### config.mk
export PLATFORM = sky130hd
export DESIGN_NAME = fsr_ctrl
export DESIGN_NICKNAME = d
export VERILOG_FILES = /design/src/fsr_pkg.sv /design/src/fsr_sync.sv /design/src/fsr_strobe.sv /design/src/fsr_ctrl.sv
export SDC_FILE = /design/constraint.sdc
export NUM_CORES = 1
export LEC_CHECK = 0
export BUFFER_PORTS_ARGS = -buffer_cell sky130_fd_sc_hd__buf_4
export CAP_MARGIN = 15
export CORE_UTILIZATION = 49
export DETAILED_ROUTE_END_ITERATION = 10
export PLACE_DENSITY = 0.76
export SLEW_MARGIN = 20
export SYNTH_ARGS = -nofsm -noshare
export SYNTH_HDL_FRONTEND = slang
export SYNTH_SLANG_ARGS = --single-unit
### constraint.sdc
create_clock -name mclk -period 1.9 [get_ports mclk]
set_clock_uncertainty 0.1 [all_clocks]
set_input_delay 0.38 -clock mclk [delete_from_list [all_inputs] [get_ports mclk]]
set_output_delay 0.38 -clock mclk [all_outputs]
set_load 0.05 [all_outputs]
### src/fsr_pkg.sv
package fsr_pkg;

  localparam int FSR_ADDR_W = 20;
  localparam int FSR_DATA_W = 16;

  // avalon register offsets (byte addresses)
  localparam logic [3:0] FSR_REG_CTRL = 4'h0;
  localparam logic [3:0] FSR_REG_ADDR = 4'h4;
  localparam logic [3:0] FSR_REG_DATA = 4'h8;
  localparam logic [3:0] FSR_REG_STAT = 4'hC;

  // ctrl fields
  localparam int FSR_CTRL_GO = 0;
  localparam int FSR_CTRL_OP_LO = 1;
  localparam int FSR_CTRL_OP_HI = 2;
  localparam int FSR_CTRL_ALG = 3;

  // status fields
  localparam int FSR_ST_BUSY = 0;
  localparam int FSR_ST_DONE = 1;
  localparam int FSR_ST_FAIL = 2;
  localparam int FSR_ST_RDY = 3;
  localparam int FSR_ST_SUSP = 4;
  localparam int FSR_ST_SECT = 5;

  // operations
  localparam logic [1:0] FSR_OP_WRITE = 2'h0;
  localparam logic [1:0] FSR_OP_READ = 2'h1;
  localparam logic [1:0] FSR_OP_POLL = 2'h2;
  localparam logic [1:0] FSR_OP_RESET = 2'h3;

  // status bit positions on the data bus
  localparam int FSR_BIT_COMPLETION = 7;
  localparam int FSR_BIT_GTOGGLE = 6;
  localparam int FSR_BIT_TIMEOUT = 5;
  localparam int FSR_BIT_STOGGLE = 2;

  localparam logic [15:0] FSR_RESET_CMD = 16'h00F0;

  // bus cycle timing
  localparam int FSR_CLK_MHZ = 40;
  localparam int FSR_T_STROBE_NS = 100;
  localparam int FSR_STROBE_CYC =
    (FSR_T_STROBE_NS * FSR_CLK_MHZ + 999) / 1000;
  localparam int FSR_CNT_W = 4;

endpackage : fsr_pkg

### src/fsr_sync.sv
`timescale 1ns/1ps
`default_nettype none
module fsr_sync
  import fsr_pkg::*;
#(
  parameter int W = 1
)
(
  input wire logic mclk,
  input wire logic nrst,
  input wire logic [W-1:0] d,
  output logic [W-1:0] q
);
  logic [W-1:0] meta_r;

  always_ff @(posedge mclk or negedge nrst)
  begin
    if (!nrst)
    begin
      meta_r <= '0;
      q <= '0;
    end
    else
    begin
      meta_r <= d;
      q <= meta_r;
    end
  end
endmodule : fsr_sync
`default_nettype wire

### src/fsr_strobe.sv
`timescale 1ns/1ps
`default_nettype none
module fsr_strobe
  import fsr_pkg::*;
(
  input wire logic mclk,
  input wire logic nrst,
  input wire logic start,
  output logic tick,
  output logic active
);
  // one pulse when a strobe phase has lasted its least width
  logic [FSR_CNT_W-1:0] cnt_r;

  always_ff @(posedge mclk or negedge nrst)
  begin
    if (!nrst)
    begin
      cnt_r <= '0;
      active <= 1'b0;
      tick <= 1'b0;
    end
    else
    begin
      tick <= 1'b0;
      if (start)
      begin
        cnt_r <= '0;
        active <= 1'b1;
      end
      else if (active)
      begin
        if (cnt_r == FSR_CNT_W'(FSR_STROBE_CYC - 1))
        begin
          active <= 1'b0;
          tick <= 1'b1;
        end
        else
          cnt_r <= cnt_r + 1'b1;
      end
    end
  end
endmodule : fsr_strobe
`default_nettype wire

### src/fsr_ctrl.sv
// The Avalon-MM slave port and the placing of the registers were decided locally.
`timescale 1ns/1ps
`default_nettype none
module fsr_ctrl
  import fsr_pkg::*;
(
  input wire logic mclk,
  input wire logic nrst,
  input wire logic [3:0] avs_address,
  input wire logic avs_read,
  input wire logic avs_write,
  input wire logic [31:0] avs_writedata,
  output logic [31:0] avs_readdata,
  output logic avs_waitrequest,
  output logic [FSR_ADDR_W-1:0] flash_addr,
  output logic flash_ce_n,
  output logic flash_oe_n,
  output logic flash_we_n,
  output logic [FSR_DATA_W-1:0] flash_dq_o,
  output logic flash_dq_oe_n,
  input wire logic [FSR_DATA_W-1:0] flash_dq_i,
  input wire logic ready_busy_n
);
  typedef enum {
    FSR_IDLE, FSR_WR_LOW, FSR_WR_HIGH, FSR_RD_LOW, FSR_RD_TAKE,
    FSR_RD_HIGH, FSR_EVAL, FSR_FINISH
  } fsr_state_t;

  fsr_state_t state_r;
  logic [1:0] op_r;
  logic alg_r;
  logic [FSR_ADDR_W-1:0] addr_r;
  logic [FSR_DATA_W-1:0] wdata_r;
  logic [FSR_DATA_W-1:0] rdata_r;
  logic [FSR_DATA_W-1:0] prev_r;
  logic [1:0] nreads_r;
  logic fail_seen_r;
  logic settle_r;
  logic busy_r;
  logic done_r;
  logic fail_r;
  logic susp_r;
  logic sect_r;
  logic go;
  logic tick;
  logic strobe_active;
  logic start_strobe;
  logic [FSR_DATA_W-1:0] dq_s;
  logic rb_s;
  logic cur_tog;
  logic prev_tog;
  logic cur_tmo;
  logic cur_pol;
  logic exp_pol;
  logic toggling;

  // pins arrive asynchronously to mclk
  fsr_sync #(.W(FSR_DATA_W + 1)) u_sync (
    .mclk(mclk),
    .nrst(nrst),
    .d({ready_busy_n, flash_dq_i}),
    .q({rb_s, dq_s})
  );

  fsr_strobe u_strobe (
    .mclk(mclk),
    .nrst(nrst),
    .start(start_strobe),
    .tick(tick),
    .active(strobe_active)
  );

  assign go = avs_write && !avs_waitrequest &&
    avs_address == FSR_REG_CTRL && avs_writedata[FSR_CTRL_GO] &&
    state_r == FSR_IDLE;

  assign start_strobe = (state_r == FSR_WR_LOW || state_r == FSR_RD_LOW ||
    state_r == FSR_WR_HIGH || state_r == FSR_RD_HIGH) && !strobe_active &&
    !tick;

  assign cur_tog = rdata_r[FSR_BIT_GTOGGLE];
  assign prev_tog = prev_r[FSR_BIT_GTOGGLE];
  assign cur_tmo = rdata_r[FSR_BIT_TIMEOUT];
  assign cur_pol = rdata_r[FSR_BIT_COMPLETION];
  // a data poll (alg set) expects bit 7 of the data reg; an erase poll expects one only if that bit is written as one
  assign exp_pol = wdata_r[FSR_BIT_COMPLETION];
  assign toggling = (cur_tog != prev_tog);

  // avalon slave: one wait cycle per access, readdata registered
  always_ff @(posedge mclk or negedge nrst)
  begin
    if (!nrst)
      avs_waitrequest <= 1'b1;
    else
      avs_waitrequest <= !(avs_waitrequest && (avs_read || avs_write));
  end

  always_ff @(posedge mclk or negedge nrst)
  begin
    if (!nrst)
      avs_readdata <= '0;
    else if (avs_read && avs_waitrequest)
    begin
      case (avs_address)
        FSR_REG_CTRL:
          avs_readdata <= {28'h0000000, alg_r, op_r, 1'b0};
        FSR_REG_ADDR:
          avs_readdata <= {12'h000, addr_r};
        FSR_REG_DATA:
          avs_readdata <= {16'h0000, rdata_r};
        FSR_REG_STAT:
          avs_readdata <= {26'h0000000, sect_r, susp_r, rb_s, fail_r,
            done_r, busy_r};
        default:
          avs_readdata <= 32'h00000000;
      endcase
    end
  end

  always_ff @(posedge mclk or negedge nrst)
  begin
    if (!nrst)
    begin
      op_r <= FSR_OP_WRITE;
      alg_r <= 1'b0;
      addr_r <= '0;
      wdata_r <= '0;
    end
    else if (avs_write && !avs_waitrequest && state_r == FSR_IDLE)
    begin
      case (avs_address)
        FSR_REG_CTRL:
        begin
          op_r <= avs_writedata[FSR_CTRL_OP_HI:FSR_CTRL_OP_LO];
          alg_r <= avs_writedata[FSR_CTRL_ALG];
        end
        FSR_REG_ADDR:
          addr_r <= avs_writedata[FSR_ADDR_W-1:0];
        FSR_REG_DATA:
          wdata_r <= avs_writedata[FSR_DATA_W-1:0];
        default:
          ;
      endcase
    end
  end

  // sequencer
  always_ff @(posedge mclk or negedge nrst)
  begin
    if (!nrst)
    begin
      state_r <= FSR_IDLE;
      nreads_r <= '0;
      fail_seen_r <= 1'b0;
      settle_r <= 1'b0;
      prev_r <= '0;
      rdata_r <= '0;
    end
    else
    begin
      case (state_r)
        FSR_IDLE:
          if (go)
          begin
            // a fresh poll always starts from the first read
            nreads_r <= '0;
            fail_seen_r <= 1'b0;
            settle_r <= 1'b0;
            if (avs_writedata[FSR_CTRL_OP_HI:FSR_CTRL_OP_LO] ==
              FSR_OP_WRITE ||
              avs_writedata[FSR_CTRL_OP_HI:FSR_CTRL_OP_LO] == FSR_OP_RESET)
              state_r <= FSR_WR_LOW;
            else
              state_r <= FSR_RD_LOW;
          end
        FSR_WR_LOW:
          if (tick)
            state_r <= FSR_WR_HIGH;
        FSR_WR_HIGH:
          if (tick)
            state_r <= FSR_FINISH;
        FSR_RD_LOW:
          if (tick)
            state_r <= FSR_RD_TAKE;
        FSR_RD_TAKE:
        begin
          // sample after the synchroniser has caught the settled bus
          prev_r <= rdata_r;
          rdata_r <= dq_s;
          state_r <= FSR_RD_HIGH;
        end
        FSR_RD_HIGH:
          if (tick)
            state_r <= (op_r == FSR_OP_POLL) ? FSR_EVAL : FSR_FINISH;
        FSR_EVAL:
        begin
          if (nreads_r != 2'h3)
            nreads_r <= nreads_r + 2'h1;
          settle_r <= alg_r && cur_pol == exp_pol;
          if (alg_r)
          begin
            // completion polling at the address held in the addr reg
            if (cur_pol == exp_pol)
              // one more read so the other bits have settled
              state_r <= settle_r ? FSR_FINISH : FSR_RD_LOW;
            else if (cur_tmo && fail_seen_r)
              state_r <= FSR_FINISH;
            else
            begin
              fail_seen_r <= cur_tmo;
              state_r <= FSR_RD_LOW;
            end
          end
          else if (nreads_r == 2'h0)
            state_r <= FSR_RD_LOW;
          else if (!toggling)
            state_r <= FSR_FINISH;
          else if (cur_tmo && fail_seen_r)
            state_r <= FSR_FINISH;
          else
          begin
            fail_seen_r <= cur_tmo;
            state_r <= FSR_RD_LOW;
          end
        end
        FSR_FINISH:
          state_r <= FSR_IDLE;
        default:
          state_r <= FSR_IDLE;
      endcase
    end
  end

  // status register; done and fail latch per operation
  always_ff @(posedge mclk or negedge nrst)
  begin
    if (!nrst)
    begin
      busy_r <= 1'b0;
      done_r <= 1'b0;
      fail_r <= 1'b0;
      susp_r <= 1'b0;
      sect_r <= 1'b0;
    end
    else if (go)
    begin
      busy_r <= 1'b1;
      done_r <= 1'b0;
      fail_r <= 1'b0;
    end
    else if (state_r == FSR_FINISH)
    begin
      busy_r <= 1'b0;
      done_r <= 1'b1;
      if (op_r == FSR_OP_POLL)
      begin
        // fail only when still busy after timeout bit rose
        fail_r <= fail_seen_r && cur_tmo &&
          (alg_r ? (cur_pol != exp_pol) : toggling);
        // sector toggling without global toggling means suspended
        sect_r <= rdata_r[FSR_BIT_STOGGLE] !=
          prev_r[FSR_BIT_STOGGLE];
        susp_r <= !toggling && (rdata_r[FSR_BIT_STOGGLE] !=
          prev_r[FSR_BIT_STOGGLE]);
      end
    end
  end

  // pins; reset command is a write of the fixed reset datum
  always_ff @(posedge mclk or negedge nrst)
  begin
    if (!nrst)
    begin
      flash_addr <= '0;
      flash_ce_n <= 1'b1;
      flash_oe_n <= 1'b1;
      flash_we_n <= 1'b1;
      flash_dq_o <= '0;
      flash_dq_oe_n <= 1'b1;
    end
    else
    begin
      flash_addr <= addr_r;
      flash_dq_o <= (op_r == FSR_OP_RESET) ? FSR_RESET_CMD : wdata_r;
      flash_ce_n <= !(state_r == FSR_WR_LOW || state_r == FSR_WR_HIGH ||
        state_r == FSR_RD_LOW || state_r == FSR_RD_TAKE);
      flash_we_n <= !(state_r == FSR_WR_LOW);
      flash_oe_n <= !(state_r == FSR_RD_LOW || state_r == FSR_RD_TAKE);
      flash_dq_oe_n <= !(state_r == FSR_WR_LOW || state_r == FSR_WR_HIGH);
    end
  end
endmodule : fsr_ctrl
`default_nettype wire

==> metrics.txt <==
status finished with violations; failing checks setup timing; total wire length 12,700 um; Fillers 902; max-cap viol count 0; DP Worst Slack -252 ps; number of flops mapped to enable cells by yosys 0; critical path data required time 2100 ps; fin worst setup slack -104 ps; critical path class reg2reg; DP HPWL 8950 um; sequential share of power 44.1%; non-filler instance count after layout 774; Comb power frac 23.4%; count of input and output buffers 105; H-tree depth 4; f_max 499 MHz; endpoints failing hold 0; routed via count divided by cell count ~5.0; mapped cell area 0.00623 mm^2; TritonRoute pass-1 iters 4; switching pwr approximately 3.3 mW; Min Clock Period, post-route 2000 ps; Final setup viols 2; clock latency on the worst-skew pair 420 ps; met3 usage slightly below 5%; Crit Path Max Fanout 2; Worst EP arrival 2210 ps; die area 0.0132 mm^2; first-pass GRT wire length 20,600 um; pwr dens 1330 mW/mm^2; Synth Register Bits 170; DRC violations left 0; Critical Path, Cell by Cell or3_4 -> or4_4 -> mux2_4 -> mux2_4; Worst Setup End Kind flip-flop; Cells after Synth around 450; GP Congestion ~0.9; startpoint types flip-flop; Design Area, Final 0.00815 mm^2; Core Area 0.0122 mm^2; Slew Limit Fails 0; clock transition at the registers of the reported paths 60 ps; Crit-path slowest cell or4_4; synth top area cells dfrtp_1, mux2_2, nand2_1; Via Count 3,881; CP most frequent cell mux2_4; final antenna-violating net count 0; CTS root buf clkbuf_16; Total GRT Usage 21.2%; Power, Total between 10 and 15 mW; TNS Setup -153 ps; RSZ-0062 raised after global routing yes; Boundary Pins 130; Avg WL per Cell 16.4 um; antenna violations before repair 0; Clock Power Share 32.5%; placed instance area approximately 0.0073 mm^2; Worst VDD drop about 0.54 mV; TritonCTS clock tree yes; Yosys top cell area share approximately 66%; Async SR Flop Fraction 100%; period utilization 105%; gr busiest metal met2; Yosys warning count 0; Clock Sinks 170; Max clock buf depth 2; grt ovf 0; # diodes 0; vias in the first global route 3,884; Placed Instances 723; largest net degree at the start of global routing 48; sequential share of the synthesized area 68.4%; area leader, netlist dfrtp_1; Hold Crit Class in2reg; effective utilization at floorplan 51.0%; post-synthesis area per instance 13.9 um^2; Die X 115 um; internal power 7.48 mW; Nets 653; Leak around 4 nW; row count 40; count of cell types in the netlist 41; layout cells sized above 1 between 30% and 40%; Die Ht 115 um; DRT iter0 DRCs 226; synthesis-to-finish area growth 30.9%; Worst path max stage delay 490 ps; GRT met1 Usage between 20% and 30%; switching share of power 30.9%; TritonCTS Buffers 17; top_reg_cell synth dfrtp_1; M2 GR Usage 33.5%
[worst max-delay path: cells and delay by family, from the launching register on]
kind,cells,cell delay (ps)
simple gates,2,880
mux,2,530
flops,1,380
[cell usage in the layout (no fill, tap or decap), types with 3 or more instances in the layout]
cell	count
buf_12	6
a21oi_1	7
o21ai_0	25
mux2i_1	5
xnor2_1	4
a22oi_1	14
dlygate4sd3_1	18
nor2b_1	5
nand3_1	3
ha_1	3
inv_1	6
nand2b_1	10
bufinv_16	3
dfstp_2	5
dfrtp_1	165
mux2_2	62
a22o_1	4
clkinv_2	3
and2_1	15
or2_2	3
inv_6	4
a221oi_1	4
nor2_1	13
nand2_1	38
clkbuf_16	17
conb_1	12
buf_4	120
[flip-flops by register name, summed over array words and instances (netlist names), 2 cells and up]
name	flops
prev_r	2
avs_readdata	20
flash_dq_o	16
op_r	2
flash_addr	20
u_sync.q	17
wdata_r	16
state_r	3
addr_r	20
nreads_r	2
u_strobe.cnt_r	4
u_sync.meta_r	17
rdata_r	16
[layout make-up]
class / count / area, um^2 / area share (%)
clock inverter: 13 / 164 / 2.01
multi-input combinational: 253 / 1840 / 22.5
inverter: 6 / 22.5 / 0.276
clock buffer: 19 / 443 / 5.44
timing repair buffer: 145 / 1210 / 14.9
sequential: 170 / 4260 / 52.3
tap: 168 / 210 / 2.58
[routing by layer]
layer / wire length [um] / up-vias
met5: 0 / -
met2: 6050 / 126
met4: 341 / 0
met3: 660 / 24
met1: 5670 / 1936
li1: - / 1795
[stage by stage]
step           util [%]  hold WS [ps]
2_1_floorplan         -         -15.6
3_3_place_gp       60.1           232
3_5_place_dp       60.1           235
4_1_cts            66.6          41.2
5_1_grt            66.7          38.7
6_report           66.7          50.9
[logic make-up after synthesis]
kind of cell / Yosys count / share of synthesized area [%]
DFF: 170 / 68.4
buffers and inverters: 37 / 3.03
adders and majority gates: 3 / 0.603
AOI/OAI and AO/OA: 62 / 6.41
and+or+nand+nor: 101 / 8.12
other: 1 / 0.0602
xor gates and xnor gates: 6 / 0.844
muxes: 69 / 12.5
[repair_timing]
action | CTS | global route
endpoints found under the hold margin | 59 | 0
setup buffers | 1 | 0
resized for setup | 2 | 3
hold buffers | 18 | 0
endpoints found under the setup margin | 38 | 39
pin swaps | 2 | 1
cloned | 0 | 0
[Yosys cell counts, types with 2 or more instances]
master,number
inv_1,6
a21oi_1,7
o21ai_0,25
a221oi_1,4
xnor2_1,4
mux2i_1,5
mux2_2,62
or2_2,3
nand3_1,3
a22o_1,4
buf_2,4
nand2b_1,10
dfrtp_1,165
and2_1,15
xor2_1,2
nand2_1,40
a21boi_0,2
mux2_4,2
clkbuf_1,15
buf_4,12
ha_1,3
a22oi_1,14
nor2_1,15
dfstp_2,5
nor2b_1,5
nor3_1,2
[power groups by stage]
stage          sequential [mW]  clock [mW]  combinational [mW]
2_1_floorplan             5.32           0                1.12
3_3_place_gp              4.78           0                2.40
3_5_place_dp              4.82           0                2.47
4_1_cts                   4.77        3.57                2.54
5_1_grt                   4.85        3.72                2.73
6_report                  4.78        3.52                2.53
[worst paths after layout]
kind,start,endpoint,slack [ps],cells past startpoint
setup / recovery,state_r[2]$_DFFE_PN0P_,nreads_r[0]$_DFFE_PN0P_,-100,4
hold / removal,avs_read,avs_waitrequest$_DFF_PN1_,50,2
setup reg to reg,state_r[2]$_DFFE_PN0P_,nreads_r[0]$_DFFE_PN0P_,-100,4
hold reg to reg,u_sync.meta_r[13]$_DFF_PN0_,u_sync.q[13]$_DFF_PN0_,250,0
max in group asynchronous,nrst,avs_waitrequest$_DFF_PN1_,730,3
min in group asynchronous,nrst,u_sync.meta_r[13]$_DFF_PN0_,360,2
Note: power is estimated with default switching activity, not from simulation.
